[src/verilog/pld_pkg.sv]
// Constants and types shared by the port lamp driver
`default_nettype none
package pld_pkg;
  // ----------------------------------------
  // Clock and timing
  // ----------------------------------------
  localparam int CLK_KHZ         = 25000;
  localparam int LAMP_ON_MS      = 1280;
  localparam int LAMP_OFF_MS     = 480;
  localparam int BLINK_SLOW_HZ   = 10;
  localparam int BLINK_FAST_HZ   = 20;
  localparam int LAMP_ON_CYC     = LAMP_ON_MS * CLK_KHZ;
  localparam int LAMP_OFF_CYC    = LAMP_OFF_MS * CLK_KHZ;
  localparam int BLINK_SLOW_HALF = (CLK_KHZ * 1000) / (2 * BLINK_SLOW_HZ);
  localparam int BLINK_FAST_HALF = (CLK_KHZ * 1000) / (2 * BLINK_FAST_HZ);
  localparam int PHASE_CNT_W     = 26;
  localparam int BLINK_CNT_W     = 22;

  // ----------------------------------------
  // Ports
  // ----------------------------------------
  localparam int NUM_PORTS   = 5;
  localparam int STRAP_PORTS = 3;

  // ----------------------------------------
  // Register map (word index, byte address is four times it)
  // ----------------------------------------
  localparam logic [7:0] DISP_CFG_IDX = 8'h12;
  localparam logic [7:0] HUB_CFG_IDX  = 8'h30;
  localparam logic [7:0] STATUS_IDX   = 8'h20;
  localparam int         DUP_ONLY_BIT = 0;
  localparam int         HUB_EN_BIT   = 0;
  localparam int         ST_PHASE_LSB = 0;
  localparam int         ST_STRAP_LSB = 4;
  localparam int         ST_COLOUR_BIT = 8;
  localparam logic       DISP_CFG_RST = 1'h0;
  localparam logic       HUB_CFG_RST  = 1'h0;
  localparam logic [2:0] STRAP_RST    = 3'h7;
  localparam logic       COLOUR_RST   = 1'h0;

  typedef enum logic [1:0] {PH_CAPTURE, PH_LAMP_ON, PH_LAMP_OFF, PH_NORMAL} pld_phase_type;
endpackage
`default_nettype wire

[src/verilog/pld_blink_gen.sv]
// Free-running square wave divider for lamp blinking
`default_nettype none
module pld_blink_gen
  import pld_pkg::*;
#(
  parameter int HALF_CYC = BLINK_SLOW_HALF
) (
  input  wire logic clk_i,
  input  wire logic rst_i,
  output logic      phase_o
);
  // ----------------------------------------
  // Divider
  // ----------------------------------------
  logic [BLINK_CNT_W-1:0] cnt_r;
  logic [BLINK_CNT_W-1:0] cnt_nxt;
  logic                   phase_r;
  logic                   phase_nxt;

  always_comb begin
    cnt_nxt   = cnt_r + 1'b1;
    phase_nxt = phase_r;
    if (cnt_r == BLINK_CNT_W'(HALF_CYC - 1)) begin
      cnt_nxt   = '0;
      phase_nxt = ~phase_r;
    end
  end

  always_ff @(posedge clk_i) begin
    if (rst_i) begin
      cnt_r   <= '0;
      phase_r <= 1'b0;
    end else begin
      cnt_r   <= cnt_nxt;
      phase_r <= phase_nxt;
    end
  end

  assign phase_o = phase_r;
endmodule
`default_nettype wire

[src/verilog/pld_wb_regs.sv]
// Classic Wishbone slave holding the lamp display configuration
`default_nettype none
module pld_wb_regs
  import pld_pkg::*;
(
  input  wire logic          clk_i,
  input  wire logic          rst_i,
  input  wire logic          wb_cyc_i,
  input  wire logic          wb_stb_i,
  input  wire logic          wb_we_i,
  input  wire logic [7:0]    wb_adr_i,
  input  wire logic [3:0]    wb_sel_i,
  input  wire logic [31:0]   wb_dat_i,
  output logic      [31:0]   wb_dat_o,
  output logic               wb_ack_o,
  input  wire pld_phase_type phase_i,
  input  wire logic [2:0]    strap_i,
  input  wire logic          colour_i,
  output logic               duplex_only_select_o,
  output logic               hub_collision_lamp_enable_o
);
  function automatic logic [7:0] byte_addr(input logic [7:0] idx);
    return {idx[5:0], 2'h0};
  endfunction

  // ----------------------------------------
  // Decode and registers
  // ----------------------------------------
  logic        ack_r;
  logic        ack_nxt;
  logic [31:0] dat_r;
  logic [31:0] dat_nxt;
  logic        dup_r;
  logic        dup_nxt;
  logic        hub_r;
  logic        hub_nxt;
  logic        hit;

  assign hit = wb_cyc_i && wb_stb_i && !ack_r;

  always_comb begin
    ack_nxt = hit;
    dat_nxt = dat_r;
    dup_nxt = dup_r;
    hub_nxt = hub_r;
    if (hit) begin
      dat_nxt = 32'h0000_0000;
      if (wb_adr_i == byte_addr(DISP_CFG_IDX)) begin
        dat_nxt[DUP_ONLY_BIT] = dup_r;
        if (wb_we_i && wb_sel_i[0]) begin
          dup_nxt = wb_dat_i[DUP_ONLY_BIT];
        end
      end else if (wb_adr_i == byte_addr(HUB_CFG_IDX)) begin
        dat_nxt[HUB_EN_BIT] = hub_r;
        if (wb_we_i && wb_sel_i[0]) begin
          hub_nxt = wb_dat_i[HUB_EN_BIT];
        end
      end else if (wb_adr_i == byte_addr(STATUS_IDX)) begin
        dat_nxt[ST_PHASE_LSB +: 2] = phase_i;
        dat_nxt[ST_STRAP_LSB +: 3] = strap_i;
        dat_nxt[ST_COLOUR_BIT]     = colour_i;
      end
    end
  end

  always_ff @(posedge clk_i) begin
    if (rst_i) begin
      ack_r <= 1'b0;
      dat_r <= 32'h0000_0000;
      dup_r <= DISP_CFG_RST;
      hub_r <= HUB_CFG_RST;
    end else begin
      ack_r <= ack_nxt;
      dat_r <= dat_nxt;
      dup_r <= dup_nxt;
      hub_r <= hub_nxt;
    end
  end

  assign wb_ack_o                    = ack_r;
  assign wb_dat_o                    = dat_r;
  assign duplex_only_select_o        = dup_r;
  assign hub_collision_lamp_enable_o = hub_r;
endmodule
`default_nettype wire

[src/verilog/pld_top.sv]
// Per-port link, speed and duplex lamp driver with power-on lamp test
//
// Implementation choices: the placing of the registers and the Wishbone register port.
`default_nettype none
// Behaviour
// Three lamps per port
// Link lamps fixed active low
// Lamp test: all lit 1.28 s
// Then all dark 0.48 s
// Link lamp: lit up, blinks on activity
// Speed lamp lit only at 100M
// Strap lamps 0-2 polarity from pin
// Strap lamps use strap in test
// Duplex lamp lit full, blinks collision
// Duplex-only mode: no collision blinking; with hub mode on, port 0-1 lamps still blink on collision
// Hub mode: 20 Hz collision by speed
// Ports 3-4 duplex lamps active low
// Colour mode latched unless init waiting
// Ports 0-2 polarity follows pull
// Options held in words 0x12, 0x30
// Counters divide clock for timing
module pld_top
  import pld_pkg::*;
#(
  parameter int NPORTS    = NUM_PORTS,
  parameter int ON_CYC    = LAMP_ON_CYC,
  parameter int OFF_CYC   = LAMP_OFF_CYC,
  parameter int SLOW_HALF = BLINK_SLOW_HALF,
  parameter int FAST_HALF = BLINK_FAST_HALF
) (
  input  wire logic              clk_i,
  input  wire logic              rst_i,
  input  wire logic              wb_cyc_i,
  input  wire logic              wb_stb_i,
  input  wire logic              wb_we_i,
  input  wire logic [7:0]        wb_adr_i,
  input  wire logic [3:0]        wb_sel_i,
  input  wire logic [31:0]       wb_dat_i,
  output logic      [31:0]       wb_dat_o,
  output logic                   wb_ack_o,
  input  wire logic [NPORTS-1:0] link_up_i,
  input  wire logic [NPORTS-1:0] speed_fast_i,
  input  wire logic [NPORTS-1:0] full_duplex_i,
  input  wire logic [NPORTS-1:0] activity_i,
  input  wire logic [NPORTS-1:0] collision_i,
  input  wire logic              serial_memory_data_in_pin_i,
  input  wire logic              init_wait_i,
  output logic      [NPORTS-1:0] link_activity_lamp_n_o,
  output logic      [NPORTS-1:0] speed_lamp_n_o,
  input  wire logic [2:0]        dupcol_strap_i,
  output logic      [2:0]        dupcol_strap_o,
  output logic                   dupcol_strap_oe_o,
  output logic      [NPORTS-4:0] dupcol_fixed_n_o,
  output logic                   colour_mode_o
);
  // ----------------------------------------
  // Register bus
  // ----------------------------------------
  pld_phase_type phase_r;
  pld_phase_type phase_nxt;
  logic [2:0]    strap_r;
  logic [2:0]    strap_nxt;
  logic          colour_r;
  logic          colour_nxt;
  logic          duplex_only_select;
  logic          hub_collision_lamp_enable;
  logic          blink_slow;
  logic          blink_fast;

  pld_wb_regs u_regs (
    .clk_i                       (clk_i),
    .rst_i                       (rst_i),
    .wb_cyc_i                    (wb_cyc_i),
    .wb_stb_i                    (wb_stb_i),
    .wb_we_i                     (wb_we_i),
    .wb_adr_i                    (wb_adr_i),
    .wb_sel_i                    (wb_sel_i),
    .wb_dat_i                    (wb_dat_i),
    .wb_dat_o                    (wb_dat_o),
    .wb_ack_o                    (wb_ack_o),
    .phase_i                     (phase_r),
    .strap_i                     (strap_r),
    .colour_i                    (colour_r),
    .duplex_only_select_o        (duplex_only_select),
    .hub_collision_lamp_enable_o (hub_collision_lamp_enable)
  );

  // ----------------------------------------
  // Blink sources
  // ----------------------------------------
  pld_blink_gen #(.HALF_CYC(SLOW_HALF)) u_blink_slow (
    .clk_i   (clk_i),
    .rst_i   (rst_i),
    .phase_o (blink_slow)
  );

  pld_blink_gen #(.HALF_CYC(FAST_HALF)) u_blink_fast (
    .clk_i   (clk_i),
    .rst_i   (rst_i),
    .phase_o (blink_fast)
  );

  // ----------------------------------------
  // Lamp test sequencer and strap capture
  // ----------------------------------------
  logic [PHASE_CNT_W-1:0] cnt_r;
  logic [PHASE_CNT_W-1:0] cnt_nxt;

  always_comb begin
    phase_nxt  = phase_r;
    cnt_nxt    = cnt_r + 1'b1;
    strap_nxt  = strap_r;
    colour_nxt = colour_r;
    unique case (phase_r)
      PH_CAPTURE: begin
        strap_nxt = dupcol_strap_i;
        if (!init_wait_i) begin
          colour_nxt = serial_memory_data_in_pin_i;
        end
        cnt_nxt   = '0;
        phase_nxt = PH_LAMP_ON;
      end
      PH_LAMP_ON: begin
        if (cnt_r == PHASE_CNT_W'(ON_CYC - 1)) begin
          cnt_nxt   = '0;
          phase_nxt = PH_LAMP_OFF;
        end
      end
      PH_LAMP_OFF: begin
        if (cnt_r == PHASE_CNT_W'(OFF_CYC - 1)) begin
          cnt_nxt   = '0;
          phase_nxt = PH_NORMAL;
        end
      end
      PH_NORMAL: begin
        cnt_nxt = '0;
      end
    endcase
  end

  always_ff @(posedge clk_i) begin
    if (rst_i) begin
      phase_r  <= PH_CAPTURE;
      cnt_r    <= '0;
      strap_r  <= STRAP_RST;
      colour_r <= COLOUR_RST;
    end else begin
      phase_r  <= phase_nxt;
      cnt_r    <= cnt_nxt;
      strap_r  <= strap_nxt;
      colour_r <= colour_nxt;
    end
  end

  // ----------------------------------------
  // Normal display decisions (1 = lamp lit)
  // ----------------------------------------
  logic [NPORTS-1:0] act_lit;
  logic [NPORTS-1:0] spd_lit;
  logic [NPORTS-1:0] dup_lit;
  logic [NPORTS-1:0] full_link;
  logic [NPORTS-1:0] col_link;
  logic              slow_speed_collision;
  logic              fast_speed_collision;

  assign full_link = link_up_i & full_duplex_i;
  assign col_link  = link_up_i & collision_i;
  assign slow_speed_collision = |(col_link & ~full_duplex_i & ~speed_fast_i);
  assign fast_speed_collision = |(col_link & ~full_duplex_i & speed_fast_i);

  always_comb begin
    for (int p = 0; p < NPORTS; p++) begin
      act_lit[p] = link_up_i[p] && (!activity_i[p] || blink_slow);
      spd_lit[p] = link_up_i[p] && speed_fast_i[p];
      if (duplex_only_select) begin
        dup_lit[p] = full_link[p];
      end else if (col_link[p]) begin
        dup_lit[p] = blink_slow;
      end else begin
        dup_lit[p] = full_link[p];
      end
    end
    if (hub_collision_lamp_enable) begin
      dup_lit[0] = slow_speed_collision && blink_fast;
      dup_lit[1] = fast_speed_collision && blink_fast;
    end
  end

  // ----------------------------------------
  // Output stage
  // ----------------------------------------
  logic [NPORTS-1:0] act_lamp_r;
  logic [NPORTS-1:0] act_lamp_nxt;
  logic [NPORTS-1:0] spd_lamp_r;
  logic [NPORTS-1:0] spd_lamp_nxt;
  logic [NPORTS-1:0] dup_lamp_r;
  logic [NPORTS-1:0] dup_lamp_nxt;
  logic              oe_r;
  logic              oe_nxt;

  always_comb begin
    oe_nxt = (phase_nxt != PH_CAPTURE);
    unique case (phase_r)
      PH_LAMP_ON: begin
        act_lamp_nxt = '0;
        spd_lamp_nxt = '0;
        dup_lamp_nxt = '0;
        dup_lamp_nxt[2:0] = ~strap_r;
      end
      PH_NORMAL: begin
        act_lamp_nxt = ~act_lit;
        spd_lamp_nxt = ~spd_lit;
        dup_lamp_nxt = ~dup_lit;
        dup_lamp_nxt[2:0] = dup_lit[2:0] ^ strap_r;
      end
      PH_CAPTURE, PH_LAMP_OFF: begin
        act_lamp_nxt = '1;
        spd_lamp_nxt = '1;
        dup_lamp_nxt = '1;
        dup_lamp_nxt[2:0] = strap_nxt;
      end
    endcase
  end

  always_ff @(posedge clk_i) begin
    if (rst_i) begin
      act_lamp_r <= '1;
      spd_lamp_r <= '1;
      dup_lamp_r <= '1;
      oe_r       <= 1'b0;
    end else begin
      act_lamp_r <= act_lamp_nxt;
      spd_lamp_r <= spd_lamp_nxt;
      dup_lamp_r <= dup_lamp_nxt;
      oe_r       <= oe_nxt;
    end
  end


  assign link_activity_lamp_n_o = act_lamp_r;
  assign speed_lamp_n_o         = spd_lamp_r;
  assign dupcol_strap_o         = dup_lamp_r[2:0];
  assign dupcol_strap_oe_o      = oe_r;
  assign dupcol_fixed_n_o       = dup_lamp_r[NPORTS-1:3];
  assign colour_mode_o          = colour_r;
endmodule
`default_nettype wire

[config.mk]
export PLATFORM = sky130hd
export DESIGN_NAME = pld_top
export DESIGN_NICKNAME = d
export VERILOG_FILES = /design/src/verilog/pld_pkg.sv /design/src/verilog/pld_blink_gen.sv /design/src/verilog/pld_wb_regs.sv /design/src/verilog/pld_top.sv
export SDC_FILE = /design/constraint.sdc
export NUM_CORES = 1
export LEC_CHECK = 0
export BUFFER_PORTS_ARGS = -buffer_cell sky130_fd_sc_hd__clkbuf_2
export CORE_ASPECT_RATIO = 0.5
export CORE_UTILIZATION = 40
export CTS_CLUSTER_DIAMETER = 40
export DETAILED_ROUTE_END_ITERATION = 10
export GPL_ROUTABILITY_DRIVEN = 1
export PLACE_DENSITY = 0.76
export SLEW_MARGIN = 5
export SYNTH_ARGS = -nofsm -noshare
export SYNTH_HDL_FRONTEND = slang
export SYNTH_HIERARCHICAL = 1
export SYNTH_SLANG_ARGS = --single-unit
[constraint.sdc]
create_clock -name clk_i -period 1.8 [get_ports clk_i]
set_input_delay 0.45 -clock clk_i [delete_from_list [all_inputs] [get_ports clk_i]]
set_output_delay 0.45 -clock clk_i [all_outputs]
set_load 0.02 [all_outputs]
==> summary.txt, run 1 <==
STA
  • Fmax: roughly 530 MHz
  • Post-layout min period: 1.90 ns
  • Setup ws final: -0.100 ns
  • Max Clock Skew: around 0.007 ns
  • Final-report hold violation count: 0
  • Max Slew Vio Count: 0
  • Final setup TNS: -2.26 ns
  • Period utilization: 106%
  • Unrepaired setup endpoints after global routing: yes
  • Setup violations, final: 28

Route
  • Detail Route Antenna Nets: 0
  • DRT iter0 DRCs: between 300 and 400
  • Vias: approximately 4.6k
  • Vias per cell: between 5 and 6
  • Wirelength, routed: roughly 12000 um
  • WL/cell: between 10 and 15 um
  • Residual DRC count: 0
  • Pre-antenna DRT Iters: 5

Hold path
  • Hold Crit Class: in2reg
  • Worst Hold Launch: dupcol_strap_i[2]

Place
  • Area post-placement: ~5900 um2
  • Port Buffers: 68
  • Placed cell count: about 840
  • Detail Placement HPWL: approximately 8400 um
  • GPL Wtd Cong: 0.829

Synthesis
  • Post-synthesis sequential area ratio: a little over 40%
  • Synthesized area per cell: approximately 8.8 um2
  • Most numerous cell in the Yosys netlist: dfxtp_1
  • Gate Count Post-Synth: slightly below 600
  • Async set-reset flop share out of synthesis: 0%
  • Yosys cell types: 71
  • Yosys reg bits: 103
  • Area share of the largest cell type after synthesis: between 40 and 50%
  • Largest area contributor in the netlist: dfxtp_1
  • Area contributors post-synth: dfxtp_1, xnor2_1, nor2_1
  • Synth warnings: 6
  • Commonest cells in the netlist: dfxtp_1, nor2_1, xnor2_1
  • Ys flop type: dfxtp_1
  • Number of synthesized flops with an enable pin: 0
  • Cell area after synthesis: between 5000 and 6000 um2

Final layout
  • Final non-filler cell total: between 800 and 900
  • Final core occ: between 50 and 60%
  • Layout net count: 782
  • Area Growth Syn to Fin: 26.3%
  • Sequential cell area: between 2000 and 2500 um2
  • # fillers: between 1k and 1.5k
  • Multi-input logic area: 2920 um2
  • Post-route cell area: around 6500 um2
  • Inserted Diodes: 0
  • Fraction of layout cells with a size suffix above 1: about 29%

Floorplan
  • Core Box Area: between 10000 and 15000 um2
  • Ports: between 100 and 150
  • Row cnt: 28
  • Chip width: between 150 and 200 um
  • Die Ht: roughly 82 um
  • Starting Density: a little over two fifths
  • Die footprint: approximately 13000 um2

Critical path
  • Critical Path Source Type: flop
  • WP data arrival: about 2.1 ns
  • CP startpoint: cnt_r[13]
  • Critical path type: reg2reg
  • CP Capture Type: flop
  • Worst Path Max Fanout: 6
  • WP data required: 2.04 ns
  • Worst r2r src: cnt_r[13]

Global route
  • Largest net degree at the start of global routing: 20
  • Total gr overflow: 0
  • Initial antenna violation count: 0
  • GR Util All Layers: a little under a fifth
  • Global-route wire length before repair: between 15000 and 20000 um
  • Vias in the first global route: roughly 4.2k

Clocking
  • Bufs on Longest Clock Path: 2
  • TritonCTS clock tree: done
  • Num CTS Buffers: 9
  • Clock latency on the worst-skew pair: around 0.34 ns
  • CTS Hold Bufs: 0
  • H-tree levels: 3
  • Root Driver: clkbuf_16
  • Sink Count: 103
  • Clk pin slew, worst setup/hold paths: approximately 0.07 ns

Power and ir drop
  • Power per Cell Area: 755 nW/um2
  • Static leakage: about 0.0025 uW
  • Worst vdd ir: a little over 0.5 mV

Status
  • Failing checks: setup timing
  • Status: finished with violations

Run
  • Max Cap Viol: 0
metrics by stage:
step | total power [uW] | setup WS [ns] | hold slack [ns]
2_1_floorplan | 2660 | 0.0120 | 0.430
3_3_place_gp | 2750 | -0.00400 | 0.442
3_5_place_dp | 2760 | -0.0542 | 0.446
4_1_cts | 4920 | -0.0452 | 0.320
5_1_grt | 5070 | -0.142 | 0.327
6_report | 4890 | -0.100 | 0.339
routing by layer:
metal / wire, um / part of all wire [%] / vias to the layer above / global-route usage [%]
li1: - / - / 2245 / -
met1: 5280 / 43 / 2151 / 21.2
met2: 6120 / 50 / 127 / 31.9
met3: 518 / 4.2 / 29 / 4.49
met4: 278 / 2.3 / 0 / 8.96
met5: 0 / 0 / - / 0
area by class of cell:
type	count	area share, %
flip-flops and latches	103	32.0
multi-input cells	438	45.0
clock buffers	10	3.69
repair buffers	125	13.3
well taps	165	3.19
inverters	23	1.33
clock inverters	6	1.41
state kept, by name (all words and copies together), names as in the netlist:
| register | count |
|---|---|
| u_regs/wb_ack_o | 1 |
| link_activity_lamp_n_o | 5 |
| u_blink_fast/cnt_r | 22 |
| dup_lamp_r | 5 |
| u_blink_slow/phase_o | 1 |
| colour_mode_o | 1 |
| u_blink_fast/phase_o | 1 |
| u_regs/wb_dat_o | 6 |
| u_regs/hub_collision_lamp_enable_o | 1 |
| phase_r | 2 |
| u_blink_slow/cnt_r | 22 |
| cnt_r | 26 |
| dupcol_strap_oe_o | 1 |
| strap_r | 3 |
| u_regs/duplex_only_select_o | 1 |
| speed_lamp_n_o | 5 |
kinds of logic after synthesis:
group / Yosys count / share of synthesized area, %
adders and majority gates: 3 / 0.732
muxes: 11 / 2.20
and+or+nand+nor: 272 / 30.4
xor gates and xnor gates: 52 / 8.88
other: 1 / 0.0731
AOI/OAI and AO/OA: 74 / 10.2
buffers and inverters: 64 / 7.22
DFF: 103 / 40.2
final timing paths:
| path | cells after the start | slack (ns) | end |
|---|---|---|---|
| worst min-delay path | 3 | 0.34 | strap_r[2] |
| worst max register to register | 7 | -0.10 | cnt_r[5] |
| worst min register to register | 1 | 0.45 | u_blink_slow/cnt_r[0] |
| worst max-delay path | 7 | -0.10 | cnt_r[5] |
worst max-delay path, stage by stage, from the launching register on:
cell and delay (ns):
dfxtp_1 0.32, or3_1 0.48, nor4_4 0.30, a31oi_4 0.14
o21ai_4 0.19, buf_12 0.16, clkbuf_16 0.15, nor2_1 0.05
power breakdown:
part           total, uW  internal, uW  leakage (uW)  switching [uW]
logic                401           163       0.00150             238
registers           2350          2320      0.000840            32.1
clock network       2130          1270      0.000163             868
placed cells by master, fill, tap and decap left out, types with 7 or more instances in the layout:
master and instances:
nor2_2 10, nand3_1 24, clkbuf_2 68, nor2_4 8, mux2i_1 9, o21ai_0 13, xor2_1 17, inv_1 23
a21o_1 10, a21oi_1 16, buf_4 51, nand4_1 27, nand2b_1 9, and3_1 7, dfxtp_1 97, or3_1 10
xnor2_1 35, conb_1 26, nor3_1 16, nor2_1 58, nand2_1 34, clkbuf_16 10
timing repair:
| action | 4_1_cts | 5_1_grt |
|---|---|---|
| endpoints found under the setup margin | 27 | 36 |
| pin swaps | 4 | 12 |
| buffers inserted | 3 | 5 |
| cloned | 2 | 1 |
| gates resized for setup | 16 | 23 |
Power figures use the tool's default switching activity.
==> run 2, diff against run 1 <==
--- a/config.mk
+++ b/config.mk
@@ -6,12 +6,14 @@
 export NUM_CORES = 1
 export LEC_CHECK = 0
 export BUFFER_PORTS_ARGS = -buffer_cell sky130_fd_sc_hd__clkbuf_2
+export CAP_MARGIN = 20
 export CORE_ASPECT_RATIO = 0.5
 export CORE_UTILIZATION = 40
 export CTS_CLUSTER_DIAMETER = 40
 export DETAILED_ROUTE_END_ITERATION = 10
 export GPL_ROUTABILITY_DRIVEN = 1
-export PLACE_DENSITY = 0.76
+export GPL_TIMING_DRIVEN = 0
+export PLACE_DENSITY_LB_ADDON = 0.12
 export SLEW_MARGIN = 5
 export SYNTH_ARGS = -nofsm -noshare
 export SYNTH_HDL_FRONTEND = slang
==> run 2 against run 1 <==
Net effect:
- the flow still finishes with violations (setup timing)
- die area unchanged
- clock skew about the same
- final cell count up 0.92%
- combinational power up 4%
- first-iteration DRC count down 46%
- sequential share of layout area up 0.26 points
- power down 3.7%
- final area about the same
- clock-buffer cell count up 3
- flip-flop and latch count unchanged
- utilization about the same
- critical endpoint is now cnt_r[16]
- largest cell class unchanged
==> summary.txt, run 2 (synthesis gave the netlist of run 1 again) <==
Clocking
  • Bufs on Longest Clock Path: 2 (unchanged)
  • Root Driver: clkbuf_16
  • Clk pin slew, worst setup/hold paths: 0.07 ns (about the same)
  • H-tree levels: 3 (unchanged)
  • Num CTS Buffers: 9 (unchanged)
  • Sink Count: 103 (unchanged)
  • Clock latency on the worst-skew pair: 0.34 ns (about the same)
  • CTS Hold Bufs: 0 (unchanged)
  • TritonCTS clock tree: done

STA
  • Final-report hold violation count: 0 (unchanged)
  • Period utilization: 104% (-1.5 points)
  • Max Slew Vio Count: 0 (unchanged)
  • Least-Margin Pin Slew: about 0.55 ns
  • Setup ws final: -0.0727 ns (+0.0275 ns)
  • Unrepaired setup endpoints after global routing: yes
  • Max Clock Skew: 0.00677 ns (-0.000225 ns)
  • Fmax: 534 MHz (+1.5%)
  • WHS: 0.338 ns (-0.000735 ns)
  • Setup violations, final: 31 (+11%)
  • Post-layout min period: 1.87 ns (-0.0275 ns)
  • Worst relative slew slack: between 60% and 70%

Global route
  • Total gr overflow: 0 (unchanged)
  • GR Util All Layers: 17.4% (-0.76 points)
  • Initial antenna violation count: 0 (unchanged)
  • Largest net degree at the start of global routing: 22 (+10%)
  • Vias in the first global route: 3805 (-9.5%)
  • Global-route wire length before repair: 18300 um (-4.2%)

Final layout
  • Final core occ: 53.3% (about the same)
  • Fraction of layout cells with a size suffix above 1: 31.6% (+2.6 points)
  • Layout net count: 790 (+1.0%)
  • Commonest non-fill, non-tap cells in the layout: dfxtp_1, clkbuf_2, nor2_1
  • Largest registers: cnt_r x26, u_blink_fast/cnt_r x22, u_blink_slow/cnt_r x22
  • Area Growth Syn to Fin: 26.3% (about the same)
  • Inserted Diodes: 0 (unchanged)
  • Max reg flops: 26 (unchanged)
  • Biggest register: cnt_r
  • Final non-filler cell total: 878 (+0.92%)
  • Most common cell after layout, fill and taps aside: dfxtp_1

Power and ir drop
  • Power per Cell Area: 727 nW/um2 (-3.7%)
  • Static leakage: 0.00250 uW (-0.20%)
  • NetSw: 1090 uW (-4.4%)
  • Clock power share: 41.2% (-2.5 points)
  • Combinational share of power: 8.9% (+0.7 points)
  • Overall power: 4710 uW (-3.7%)
  • Worst vdd ir: 0.445 mV (-13%)
  • Sw frac: 23.1% (-0.17 points)
  • Internal Power: 3620 uW (-3.5%)
  • Flop pwr share: 49.9% (+1.8 points)

Route
  • Wirelength, routed: 11400 um (-6.3%)
  • Detail Route Antenna Nets: 0 (unchanged)
  • Pre-antenna DRT Iters: 4 (-1)
  • Residual DRC count: 0 (unchanged)
  • DRT iter0 DRCs: 191 (-46%)
  • Vias: 4341 (-4.6%)
  • Vias per cell: 4.94 (-5.5%)
  • WL/cell: 13.0 um (-7.1%)

Critical path
  • Critical path type: reg2reg
  • Critical path endpoint: cnt_r[16]
  • CP Capture Type: flop
  • R2R setup slack: -0.07 ns (+0.03 ns)
  • Worst Path Max Fanout: 6 (unchanged)
  • Reg2reg path depth: 7 (unchanged)
  • Reg2reg end: cnt_r[16]
  • CP startpoint: cnt_r[17]
  • Worst r2r src: cnt_r[17]
  • WP data arrival: 2.11 ns (-0.03 ns)
  • WP data required: 2.04 ns (about the same)
  • Critical Path Source Type: flop

Floorplan
  • Die footprint: 13300 um2 (unchanged)
  • Die Ht: 82.1 um (unchanged)
  • Starting Density: 42.2% (unchanged)
  • Row cnt: 28 (unchanged)
  • Ports: 129 (unchanged)
  • Core Box Area: 12200 um2 (unchanged)
  • Chip width: 162 um (unchanged)

Status
  • Failing checks: setup timing
  • Status: finished with violations

Place
  • Placed cell count: 838 (-0.59%)
  • GPL Wtd Cong: 0.754 (-9.0%)
  • Port Buffers: 68 (unchanged)
  • Detail Placement HPWL: 8030 um (-3.8%)
  • Dpl ws: -0.318 ns (-0.264 ns)

Run
  • Max Cap Viol: 0 (unchanged)

Hold path
  • Hold Crit Class: in2reg
## run 2: cell count changes in the layout (fill, tap and decap cells not counted), moves of 3 or more
cell / delta
nor2_2: +12
buf_6: +9
dfxtp_1: -8
nor2_4: -8
clkbuf_1: +7
buf_4: -5
dfxtp_2: +5
nor2_1: -4
dfxtp_4: +3
## run 2: cell type report
type | count | area, um2
multi-input combinational | 438 | 2940
tap | 165 | 206
sequential | 103 | 2090
inverter | 23 | 86.3
clock inverter | 3 | 42.5
clock buffer | 13 | 250
timing repair buffer | 93 | 567
fill | 1177 | 5680
buffer | 40 | 290
## run 2: metrics by stage
stage | TNS, ns | area, um2
after floorplan | 0 | 5230
after global placement | -10.83 | 5770
after detailed placement | -9.81 | 5770
after CTS | -2.32 | 6320
after global routing | -4.07 | 6480
final | -1.58 | 6480
## run 2: critical path, stage by stage, from the launching register on
cell and delay, ns:
dfxtp_4 0.34, or4b_4 0.54, nor4_4 0.29, a21oi_2 0.12
o21ai_4 0.17, buf_12 0.14, buf_8 0.12, nor2_1 0.05
## run 2: timing repair
action	4_1_cts	5_1_grt
setup endpoints to repair	50	72
gates resized for setup	38	33
pin swaps	38	10
cloned	4	0
buffers inserted	12	9
## run 2: routing by layer
layer  wire [um]  part of all wire [%]  up-vias  global-route usage (%)
li1            -                     -     2266                       -
met1        5650                    49     1980                    22.6
met2        5180                    45       87                    29.5
met3         506                   4.4        8                    3.94
met4          99                  0.87        0                    4.53
met5           0                     0        -                       0
## run 2: how the worst min path moves through the flow
stage	startpoint	endpoint	slack, ns	cells past startpoint
floorplan	cnt_r[0]	cnt_r[0]	0.43	1
global placement	cnt_r[0]	cnt_r[0]	0.45	1
detailed placement	cnt_r[0]	cnt_r[0]	0.45	1
CTS	dupcol_strap_i[2]	strap_r[2]	0.33	3
global route	dupcol_strap_i[2]	strap_r[2]	0.35	3
finish	dupcol_strap_i[2]	strap_r[2]	0.34	3
## run 2: power groups by stage
stage | clock (uW) | combinational [uW] | sequential [uW]
6_report | 1940 | 419 | 2350
5_1_grt | 2080 | 456 | 2350
4_1_cts | 2010 | 418 | 2340
3_5_place_dp | 0 | 387 | 2400
3_3_place_gp | 0 | 385 | 2400
2_1_floorplan | 0 | 230 | 2430
